==> src/core/sar_seq_defines.vh <==
`ifndef SAR_SEQ_DEFINES_VH
`define SAR_SEQ_DEFINES_VH

// ****************************************
// register byte offsets
// ****************************************
`define OFS_CTRL 12'h000
`define OFS_STATUS 12'h004
`define OFS_RESULT 12'h008

// ****************************************
// control byte fields
// ****************************************
`define BIT_PWR_HI 7
`define BIT_PWR_LO 6
`define BIT_ACQ_MODE 5
`define BIT_IN_CFG 4
`define BIT_POLARITY 3
`define ADDR_MSB 2
`define ADDR_LSB 0
`define PWR_FULL_DOWN 2'h0
`define PWR_STANDBY 2'h1
`define PWR_INT_CLK 2'h2
`define PWR_EXT_CLK 2'h3

// ****************************************
// status fields
// ****************************************
`define ST_TRACK 0
`define ST_ACQ_EXT 1
`define ST_BUSY 2
`define ST_DONE 3
`define ST_EXT_CLK 4
`define ST_VALID 5

// ****************************************
// reset values
// ****************************************
`define RST_CTRL 8'hC0
`define RST_EXT_CLK 1'h1

// ****************************************
// timing
// ****************************************
`define PCLK_PERIOD_NS 4
`define INT_CONV_TIME_NS 3600
`define CONV_CYCLES 13
`define INT_CLK_PERIOD_NS (`INT_CONV_TIME_NS / `CONV_CYCLES)
`define INT_CLK_DIV (`INT_CLK_PERIOD_NS / `PCLK_PERIOD_NS)
`define ACQ_EDGES 4
`define SAR_BITS 12

`endif

==> src/core/sar_adc_acquisition_sequencer.v <==
// Implementation choices: the APB interface to the registers and the placing of the registers.
`include "sar_seq_defines.vh"
`default_nettype none

// Operation
// - write puts track/hold into tracking
// - external mode: next write switches to hold
// - internal mode: hold at fourth clock fall
// - conversion takes thirteen conversion-clock cycles
// - write during conversion aborts, restarts acquisition
// - mode bit zero: self-timed acquisition
// - conversion starts when self-timed acquisition ends
// - mode bit one: acquire until next write
// - mode-zero second write ends acquisition, converts
// - single-ended: positive to channel, negative to common
// - differential: nodes to channel pair members
// - conversion moves hold cap, then 12-bit approximation
// - end of conversion or a new acquisition reconnects hold cap to positive
// - done low when ready; released by result read or control write
// - bit 5 selects acquisition mode
// - bit 4 selects single-ended or differential
// - bits 7:6 select power and clock mode
module sar_adc_acquisition_sequencer (
    // apb
    input wire pclk,
    input wire presetn,
    input wire psel,
    input wire penable,
    input wire pwrite,
    input wire [11:0] paddr,
    input wire [31:0] pwdata,
    output reg [31:0] prdata,
    output reg pready,
    output reg pslverr,
    // converter side
    input wire chip_select_n,
    input wire ext_conv_clk,
    input wire comparator_out,
    // analog switch controls
    output reg track_en,
    output reg hold_cap_to_neg,
    output reg [2:0] pos_node_sel,
    output reg [2:0] neg_node_sel,
    output reg neg_to_common,
    output reg [11:0] dac_code,
    output reg polarity_select,
    output reg [1:0] power_state,
    output reg conv_done_n
);

    // ****************************************
    // state machine
    // ****************************************
    localparam [3:0] S_IDLE = 4'h1;
    localparam [3:0] S_ACQ_INT = 4'h2;
    localparam [3:0] S_ACQ_EXT = 4'h4;
    localparam [3:0] S_CONV = 4'h8;
    // counts are cut to their counter widths on purpose
    localparam [31:0] DIV_LAST_W = `INT_CLK_DIV - 1;
    localparam [31:0] ACQ_LAST_W = `ACQ_EDGES - 1;
    localparam [31:0] CONV_LAST_W = `CONV_CYCLES - 1;
    localparam [6:0] DIV_LAST = DIV_LAST_W[6:0];
    localparam [3:0] ACQ_LAST = ACQ_LAST_W[3:0];
    localparam [3:0] CONV_LAST = CONV_LAST_W[3:0];

    function [2:0] pair_partner;
        input [2:0] addr;
        begin
            pair_partner = {addr[2:1], ~addr[0]};
        end
    endfunction

    reg [3:0] state_ff;
    reg [7:0] ctrl_ff;
    reg ext_clk_mode_ff;
    reg ext_clk_prev_ff;
    reg [6:0] div_ff;
    reg [3:0] edge_cnt_ff;
    reg [11:0] trial_bit_ff;
    reg [11:0] result_ff;
    reg result_valid_ff;

    wire setup_rd;
    wire access_done;
    wire hit_ctrl;
    wire hit_status;
    wire hit_result;
    wire ctrl_write;
    wire result_read;
    wire int_tick;
    wire conv_edge;
    wire [7:0] wbyte;
    wire conv_start;

    // ****************************************
    // apb slave, one wait state
    // ****************************************
    assign hit_ctrl = (paddr == `OFS_CTRL);
    assign hit_status = (paddr == `OFS_STATUS);
    assign hit_result = (paddr == `OFS_RESULT);
    // first access edge raises pready and captures the read data
    assign setup_rd = psel & penable & ~pready;
    assign access_done = psel & penable & pready;
    // a deselected chip drops the control write on the floor
    assign ctrl_write = access_done & pwrite & hit_ctrl
        & ~chip_select_n;
    assign result_read = access_done & ~pwrite & hit_result;
    assign wbyte = pwdata[7:0];

    always @(posedge pclk or negedge presetn) begin
        if (!presetn) begin
            pready <= 1'b0;
            pslverr <= 1'b0;
            prdata <= 32'h0000_0000;
        end else if (setup_rd) begin
            pready <= 1'b1;
            pslverr <= ~(hit_ctrl | hit_status | hit_result);
            if (hit_ctrl) begin
                prdata <= {24'h000000, ctrl_ff};
            end else if (hit_status) begin
                prdata <= {26'h0000000, result_valid_ff,
                    ext_clk_mode_ff, ~conv_done_n, state_ff[3],
                    state_ff[2], track_en};
            end else if (hit_result) begin
                prdata <= {20'h00000, result_ff};
            end else begin
                prdata <= 32'h0000_0000;
            end
        end else begin
            pready <= 1'b0;
            pslverr <= 1'b0;
        end
    end

    // ****************************************
    // conversion clock edges
    // ****************************************
    // internal oscillator is a divider; its tick stands for a falling edge
    // the pin is sampled by pclk, so it must run well below half of pclk
    assign int_tick = (div_ff == DIV_LAST);
    assign conv_edge = ~chip_select_n & (ext_clk_mode_ff ?
        (ext_clk_prev_ff & ~ext_conv_clk) : int_tick);

    always @(posedge pclk or negedge presetn) begin
        if (!presetn) begin
            div_ff <= 7'h00;
            ext_clk_prev_ff <= 1'b0;
        end else begin
            ext_clk_prev_ff <= ext_conv_clk;
            if (int_tick | ctrl_write) begin
                div_ff <= 7'h00;
            end else begin
                div_ff <= div_ff + 7'h01;
            end
        end
    end

    // ****************************************
    // control byte and clock mode
    // ****************************************
    always @(posedge pclk or negedge presetn) begin
        if (!presetn) begin
            ctrl_ff <= `RST_CTRL;
            ext_clk_mode_ff <= `RST_EXT_CLK;
            power_state <= `PWR_EXT_CLK;
            polarity_select <= 1'b0;
        end else if (ctrl_write) begin
            ctrl_ff <= wbyte;
            power_state <= wbyte[`BIT_PWR_HI:`BIT_PWR_LO];
            polarity_select <= wbyte[`BIT_POLARITY];
            // power-down codes keep the last clock mode
            if (wbyte[`BIT_PWR_HI]) begin
                ext_clk_mode_ff <= wbyte[`BIT_PWR_LO];
            end
        end
    end

    // ****************************************
    // sequencer
    // ****************************************
    // second write of external acquisition only ends it; its mux bits
    // are not reloaded, so a host changing them corrupts only itself
    // a write landing on the fourth edge wins and restarts acquisition
    assign conv_start = (ctrl_write & state_ff[2]
        & ~wbyte[`BIT_ACQ_MODE])
        | (state_ff[1] & conv_edge & ~ctrl_write
        & (edge_cnt_ff == ACQ_LAST));

    always @(posedge pclk or negedge presetn) begin
        if (!presetn) begin
            state_ff <= S_IDLE;
            track_en <= 1'b0;
            hold_cap_to_neg <= 1'b0;
            pos_node_sel <= 3'h0;
            neg_node_sel <= 3'h0;
            neg_to_common <= 1'b1;
            edge_cnt_ff <= 4'h0;
            trial_bit_ff <= 12'h000;
            dac_code <= 12'h000;
        end else if (conv_start) begin
            state_ff <= S_CONV;
            track_en <= 1'b0;
            hold_cap_to_neg <= 1'b1;
            edge_cnt_ff <= 4'h0;
            trial_bit_ff <= 12'h800;
            dac_code <= 12'h800;
        end else if (ctrl_write) begin
            // any other write aborts and opens a new acquisition
            track_en <= 1'b1;
            hold_cap_to_neg <= 1'b0;
            edge_cnt_ff <= 4'h0;
            dac_code <= 12'h000;
            pos_node_sel <= wbyte[`ADDR_MSB:`ADDR_LSB];
            if (wbyte[`BIT_IN_CFG]) begin
                neg_to_common <= 1'b1;
                neg_node_sel <= 3'h0;
            end else begin
                neg_to_common <= 1'b0;
                neg_node_sel <=
                    pair_partner(wbyte[`ADDR_MSB:`ADDR_LSB]);
            end
            if (wbyte[`BIT_ACQ_MODE]) begin
                state_ff <= S_ACQ_EXT;
            end else begin
                state_ff <= S_ACQ_INT;
            end
        end else begin
            case (state_ff)
                S_ACQ_INT: begin
                    if (conv_edge) begin
                        edge_cnt_ff <= edge_cnt_ff + 4'h1;
                    end
                end
                S_CONV: begin
                    if (conv_edge) begin
                        edge_cnt_ff <= edge_cnt_ff + 4'h1;
                        if (edge_cnt_ff == CONV_LAST) begin
                            state_ff <= S_IDLE;
                            hold_cap_to_neg <= 1'b0;
                        end else if (trial_bit_ff != 12'h000) begin
                            // comparator high keeps the trial bit
                            if (comparator_out) begin
                                dac_code <= dac_code
                                    | (trial_bit_ff >> 1);
                            end else begin
                                dac_code <= (dac_code & ~trial_bit_ff)
                                    | (trial_bit_ff >> 1);
                            end
                            trial_bit_ff <= trial_bit_ff >> 1;
                        end
                    end
                end
                S_ACQ_EXT: begin
                    state_ff <= S_ACQ_EXT;
                end
                S_IDLE: begin
                    state_ff <= S_IDLE;
                end
                default: begin
                    state_ff <= S_IDLE;
                end
            endcase
        end
    end

    // ****************************************
    // result and done flag
    // ****************************************
    wire conv_finish;
    assign conv_finish = state_ff[3] & conv_edge
        & (edge_cnt_ff == CONV_LAST) & ~ctrl_write;

    always @(posedge pclk or negedge presetn) begin
        if (!presetn) begin
            result_ff <= 12'h000;
            result_valid_ff <= 1'b0;
            conv_done_n <= 1'b1;
        end else begin
            if (conv_finish) begin
                result_ff <= dac_code;
                result_valid_ff <= 1'b1;
            end else if (ctrl_write) begin
                // result word survives a write; only its valid flag drops
                result_valid_ff <= 1'b0;
            end
            // a finish in the same cycle as a read wins over the release
            if (conv_finish) begin
                conv_done_n <= 1'b0;
            end else if (result_read | ctrl_write) begin
                conv_done_n <= 1'b1;
            end
        end
    end

endmodule

`default_nettype wire

==> config.mk <==
export PLATFORM = sky130hd
export DESIGN_NAME = sar_adc_acquisition_sequencer
export DESIGN_NICKNAME = d
export VERILOG_FILES = /design/src/core/sar_adc_acquisition_sequencer.v
export VERILOG_INCLUDE_DIRS = /design/src /design/src/core
export SDC_FILE = /design/constraint.sdc
export NUM_CORES = 1
export LEC_CHECK = 0
export BUFFER_PORTS_ARGS = -buffer_cell sky130_fd_sc_hd__buf_4
export CAP_MARGIN = 20
export CORE_MARGIN = 3
export CORE_UTILIZATION = 45
export DETAILED_ROUTE_END_ITERATION = 6
export PLACE_DENSITY_LB_ADDON = 0.08
export SLEW_MARGIN = 25
export SYNTH_ARGS = -nofsm -noshare
export SYNTH_HDL_FRONTEND = slang
export SYNTH_SLANG_ARGS = --single-unit
==> constraint.sdc <==
create_clock -name pclk -period 3 [get_ports pclk]
set_input_delay 0.3 -clock pclk [delete_from_list [all_inputs] [get_ports pclk]]
set_output_delay 0.3 -clock pclk [all_outputs]
set_load 0.02 [all_outputs]
## After elaboration in Yosys (flattened, before gate mapping)

Index checks and enable logic that the tools add are counted.

- Input port bits: 52
- Bits in registers: 109
- Output and inout port bits: 59
- Logic and storage cells: 138

- Bitwise gates (word level): 37
- Multiplexer cells: 43
- Add/subtract/negate cells: 2
- Reduce and logical (&&, ||, !) cells: 21
- Equal/unequal tests: 14

Operator list:

| kind | count |
|---|---|
| two-way mux 12 bit | 14 |
| two-way mux 32 bit | 2 |
| two-way mux 4 bit | 8 |
| bitwise OR 12 x 11 -> 12 bit | 2 |
| bitwise AND 1 bit | 18 |
| two-way mux 1 bit | 15 |
| nonzero test 3 bit | 5 |
| bitwise AND 12 bit | 1 |
| == test 12 x 3 -> 1 bit (second input constant) | 1 |
| == test 12 x 4 -> 1 bit (second input constant) | 1 |
| zero test 12 bit | 1 |
| inverter 12 bit | 1 |
| one-hot mux 4 bit (3 select lines) | 1 |
| nonzero test 12 bit | 1 |
| nonzero test 2 bit | 6 |
| inverter 1 bit | 10 |
| == test 4 x 2 -> 1 bit (second input constant) | 2 |
| == test 4 bit (second input constant) | 2 |
| != test 4 bit (second input constant) | 2 |
| adder 7 x 1 -> 7 bit (second input constant) | 1 |
| == test 7 bit (second input constant) | 1 |
| two-way mux 7 bit | 1 |
| two-way mux 3 bit | 2 |
| != test 3 bit (second input constant) | 2 |
| 10 further kinds | 17 |

## Longest topological paths before layout

- Depth in word-level cells: 11
- Gate-level depth with buffers: 9
- Mapped depth without buffers: 7

## Worst setup path before layout

Ideal clock, no wire load.

- Kind: reg-to-reg
- From: register div_ff[0]
- To: register result_ff[10]
- Cell stages (with the launch flop): 8
- Period minus slack after synthesis: 2.240 ns
- Buffers on the path: 1
- Library setup time: 0.125 ns
- Arrival: 2.115 ns
- Setup slack: 0.760 ns
- Required time: 2.875 ns
- Cell sequence: dfrtp_1 > inv_1 > ha_1 > nor4b_2 > a41oi_2 > nor4b_4 > buf_2 > mux2_2

- Word-level cells in the longest chain between the ends: 6

RTL lines:

| what | RTL line | RTL |
|---|---|---|
| start, declared | sar_adc_acquisition_sequencer.v:77 | `reg [6:0] div_ff;` |
| start signal, assigned | sar_adc_acquisition_sequencer.v:153 | `div_ff <= div_ff + 7'h01;` |
| == test 7 bit | sar_adc_acquisition_sequencer.v:140 | `assign int_tick = (div_ff == DIV_LAST);` |
| two-way mux 1 bit | sar_adc_acquisition_sequencer.v:141 | `assign conv_edge = ~chip_select_n & (ext_clk_mode_ff ?` |
| bitwise AND 1 bit | sar_adc_acquisition_sequencer.v:141 |  |
| bitwise AND 1 bit | sar_adc_acquisition_sequencer.v:270 | `assign conv_finish = state_ff[3] & conv_edge` |
| bitwise AND 1 bit (2 in series) | sar_adc_acquisition_sequencer.v:271 | `& (edge_cnt_ff == CONV_LAST) & ~ctrl_write;` |
| end signal, assigned | sar_adc_acquisition_sequencer.v:280 | `result_ff <= dac_code;` |
| end, declared | sar_adc_acquisition_sequencer.v:80 | `reg [11:0] result_ff;` |

Every way passes these cells.
A chain may end at the register's enable or synchronous reset.

## Worst setup path after layout

- From: register div_ff[0]
- To: register result_ff[2]

Same word-level chain as after synthesis.

==> impl_results.md <==
- Status: finished, violations left
- Failing checks: hold timing
- Minimum clock period: 2.38 ns
- Synth Area in Compound Gates: 0.118
- I/O Pins: 111
- Dpl hpwl: 6070 um
- H-tree depth: 3
- Main combinational cell family by area after synthesis: simple AND/OR/NAND/NOR gates
- Largest net degree at the start of global routing: 87
- Slew margin rel.: 0.408
- Yosys Warn Count: 0
- Cells after Synth: 386
- P_sw: 0.508 mW
- Chip height: 101 um
- Area share of fa/ha/maj cells after synthesis: 0.0124
- Final Core Density: 0.565
- Combinational Power Share: 0.053
- Drt pass-1 iters: 6
- Setup CP Type: register to register
- Max Cap Violations: 0
- P_leak: 2.34 nW
- Hold WS: -0.00224 ns
- Max Slew Vio Count: 0
- Final setup viols: 0
- CP Launch Type: register
- Hold_buf cts: 0
- Switching Fraction: 0.227
- N_diodes: 0
- Sequential group share of total power: 0.531
- Via/cell ratio: 5.14
- Critical Path RT: 3.23 ns
- Post-Synth Simple-Gate Area: 0.159
- CTS max path bufs: 2
- Num CTS Buffers: 9
- Worst R2R Path Depth: 7
- Hold crit path type: primary input to async pin
- Total grt overflow: 0
- Core area: 8460 um2
- Sink Count: 86
- Final Cell Area: 4780 um2
- Postcts setup bufs: 0
- DR WL/cell: 15.1 um
- ANT nets after route: 0
- Internal: 1.73 mW
- Routability cong.: 0.769
- PD cells: 468 nW/um2
- # DRC: 0
- Final hold viol count: 1
- Sequential fraction of the synthesis area: 0.534
- Die Area: 10200 um2
- Syn avg cell area: 10.5 um2
- Clock network power share: 0.416
- Antenna violations before repair: 0
- First-pass GRT wire length: 13700 um
- Post-cts gate resize count: 0
- Clk_lat worst skew: 0.34 ns
- Share of cells above drive strength 1: 0.270
- Worst-path fanout max: 14
- GRT Util Overall: 0.172
- Vias in the first global route: 2766
- Synth Register Bits: 86
- Post-synthesis mux area share: 0.0755
- FP Rows: 33
- I/O Buffers: 66
- Worst vdd ir: 0.000301 V
- Worst slew pin tran: 0.886 ns
- CTS Root Buffer Type: clkbuf_8
- Count of cell types in the netlist: 49
- Synth Flop Type: dfrtp_1
- Number of synthesized flops with an enable pin: 0
- Final period util: 0.794
- Initial Utilization: 0.478
- FMAX: 420 MHz
- XOR/XNOR Fraction of Synth Area: 0.0195
- Post-Syn Area: 4040 um2
- DRT iter0 DRCs: 90
- Async SR Flop Fraction: 1.00
- Worst-case clock skew: 0.00930 ns
- Setup TNS: 0 ns
- Die width: 101 um
- Final nets: 507
- CTS tree: yes
- Clk slew on worst S/H paths: 0.09 ns
- Area delta synth->final: 18.2%
- Final wirelength: 8490 um
- Crit path capture type: register
- Post-DP Area: 4550 um2
- RSZ-0062 raised after global routing: no
- Routed vias: 2882
- WP data arrival: 2.61 ns
-- stage by stage --
step / worst slack, ns / instances / hold WS, ns / total power, mW
final: 0.617 / 561 / -0.00224 / 2.23
after global routing: 0.458 / 561 / 0.0564 / 2.31
after CTS: 0.593 / 561 / 0.0464 / 2.26
after detailed placement: 0.618 / 545 / 0.416 / 1.33
after global placement: 0.645 / 545 / 0.421 / 1.33
after floorplan: 0.760 / 405 / 0.00441 / 1.29
-- sequential cells by signal (all words and copies together), names as in the netlist, 4 cells and up --
register	count
dac_code	12
prdata	12
result_ff	12
trial_bit_ff	12
div_ff	7
ctrl_ff	6
edge_cnt_ff	4
state_ff	4
-- routing by layer --
layer  track usage  part of all wire  routed length (um)
met1         0.247              0.49                4130
met2         0.261              0.45                3800
met3        0.0291             0.053                 448
met4        0.0622             0.013                 110
met5             0                 0                   0
-- cell usage in the layout, fill, tap and decap left out, types with 6 or more instances in the layout --
cell | synthesis | layout
dfrtp_1 | 80 | 80
buf_4 | 22 | 72
nand2_1 | 54 | 54
nor2_1 | 32 | 32
inv_1 | 20 | 20
a21oi_1 | 20 | 20
mux2_2 | 20 | 20
conb_1 | 1 | 20
o21ai_0 | 13 | 13
nand3_1 | 12 | 12
a22o_1 | 11 | 11
clkbuf_8 | 0 | 11
o31ai_1 | 8 | 8
mux2i_1 | 8 | 8
nor4_1 | 7 | 7
xnor2_1 | 7 | 7
dfstp_2 | 6 | 6
-- area by class of cell --
cell class                      count  area, um2
Sequential cell                    86       2160
Multi-Input combinational cell    261       1630
Clock inverter                      5       81.3
Tap cell                          105        131
Clock buffer                       11        151
Inverter                           20       75.1
Timing Repair Buffer               73        552
Fill cell                         766       3690
-- path summary, 6_finish.rpt --
kind,slack (ns),startpoint,to
worst max-delay path,0.62,div_ff[0]$_DFF_PN0_,result_ff[2]$_DFFE_PN0P_
worst min-delay path,-0.002,presetn,edge_cnt_ff[0]$_DFFE_PN0P_
worst max register to register,0.62,div_ff[0]$_DFF_PN0_,result_ff[2]$_DFFE_PN0P_
worst min register to register,0.48,prdata[0]$_DFFE_PN0P_,prdata[0]$_DFFE_PN0P_
max in group asynchronous,2.47,presetn,ext_clk_prev_ff$_DFF_PN0_
min in group pclk,0.08,ext_conv_clk,ext_clk_prev_ff$_DFF_PN0_
-- cell usage after synthesis (3+ instances only) --
library cell  count  area [um2]
xnor2_1           7        61.3
dfrtp_1          80        2000
nor2b_1           4        25.0
nand2b_1          3        18.8
clkbuf_1          7        26.3
o21ai_1           3        15.0
mux2i_1           8        80.1
buf_4            22         165
o31ai_1           8        60.1
inv_1            20        75.1
ha_1              4        50.1
nand2_1          54         203
a22o_1           11        96.3
o41ai_1           4        35.0
mux2_2           20         225
nor4_1            7        43.8
nor2_1           32         120
buf_2             4        20.0
dfstp_2           6         158
o21ai_0          13        65.1
nand3_1          12        60.1
a21oi_1          20         100
buf_6             3        33.8
-- cell families (layout without fill, tap and decap cells) --
family | Yosys count | after routing
DFF | 86 | 86
and+or+nand+nor | 129 | 129
muxes | 28 | 28
other | 1 | 20
xor gates and xnor gates | 9 | 9
buffers and inverters | 58 | 109
adders and majority gates | 4 | 4
AOI/OAI and AO/OA | 71 | 71
-- critical path, stage by stage, from the launching register on --
cell	delay, ns
dfrtp_1	0.42
inv_1	0.07
ha_1	0.14
nor4b_2	0.27
a41oi_2	0.41
nor4b_4	0.35
buf_4	0.25
mux2_2	0.36
-- power groups by stage --
stage / Clock [mW] / Sequential, mW / Combinational, mW
2_1_floorplan: 0 / 1.21 / 0.0760
3_3_place_gp: 0 / 1.21 / 0.118
3_5_place_dp: 0 / 1.21 / 0.121
4_1_cts: 0.948 / 1.19 / 0.122
5_1_grt: 0.991 / 1.19 / 0.133
6_report: 0.930 / 1.19 / 0.119
No activity file was read; power rests on OpenSTA's default activity.
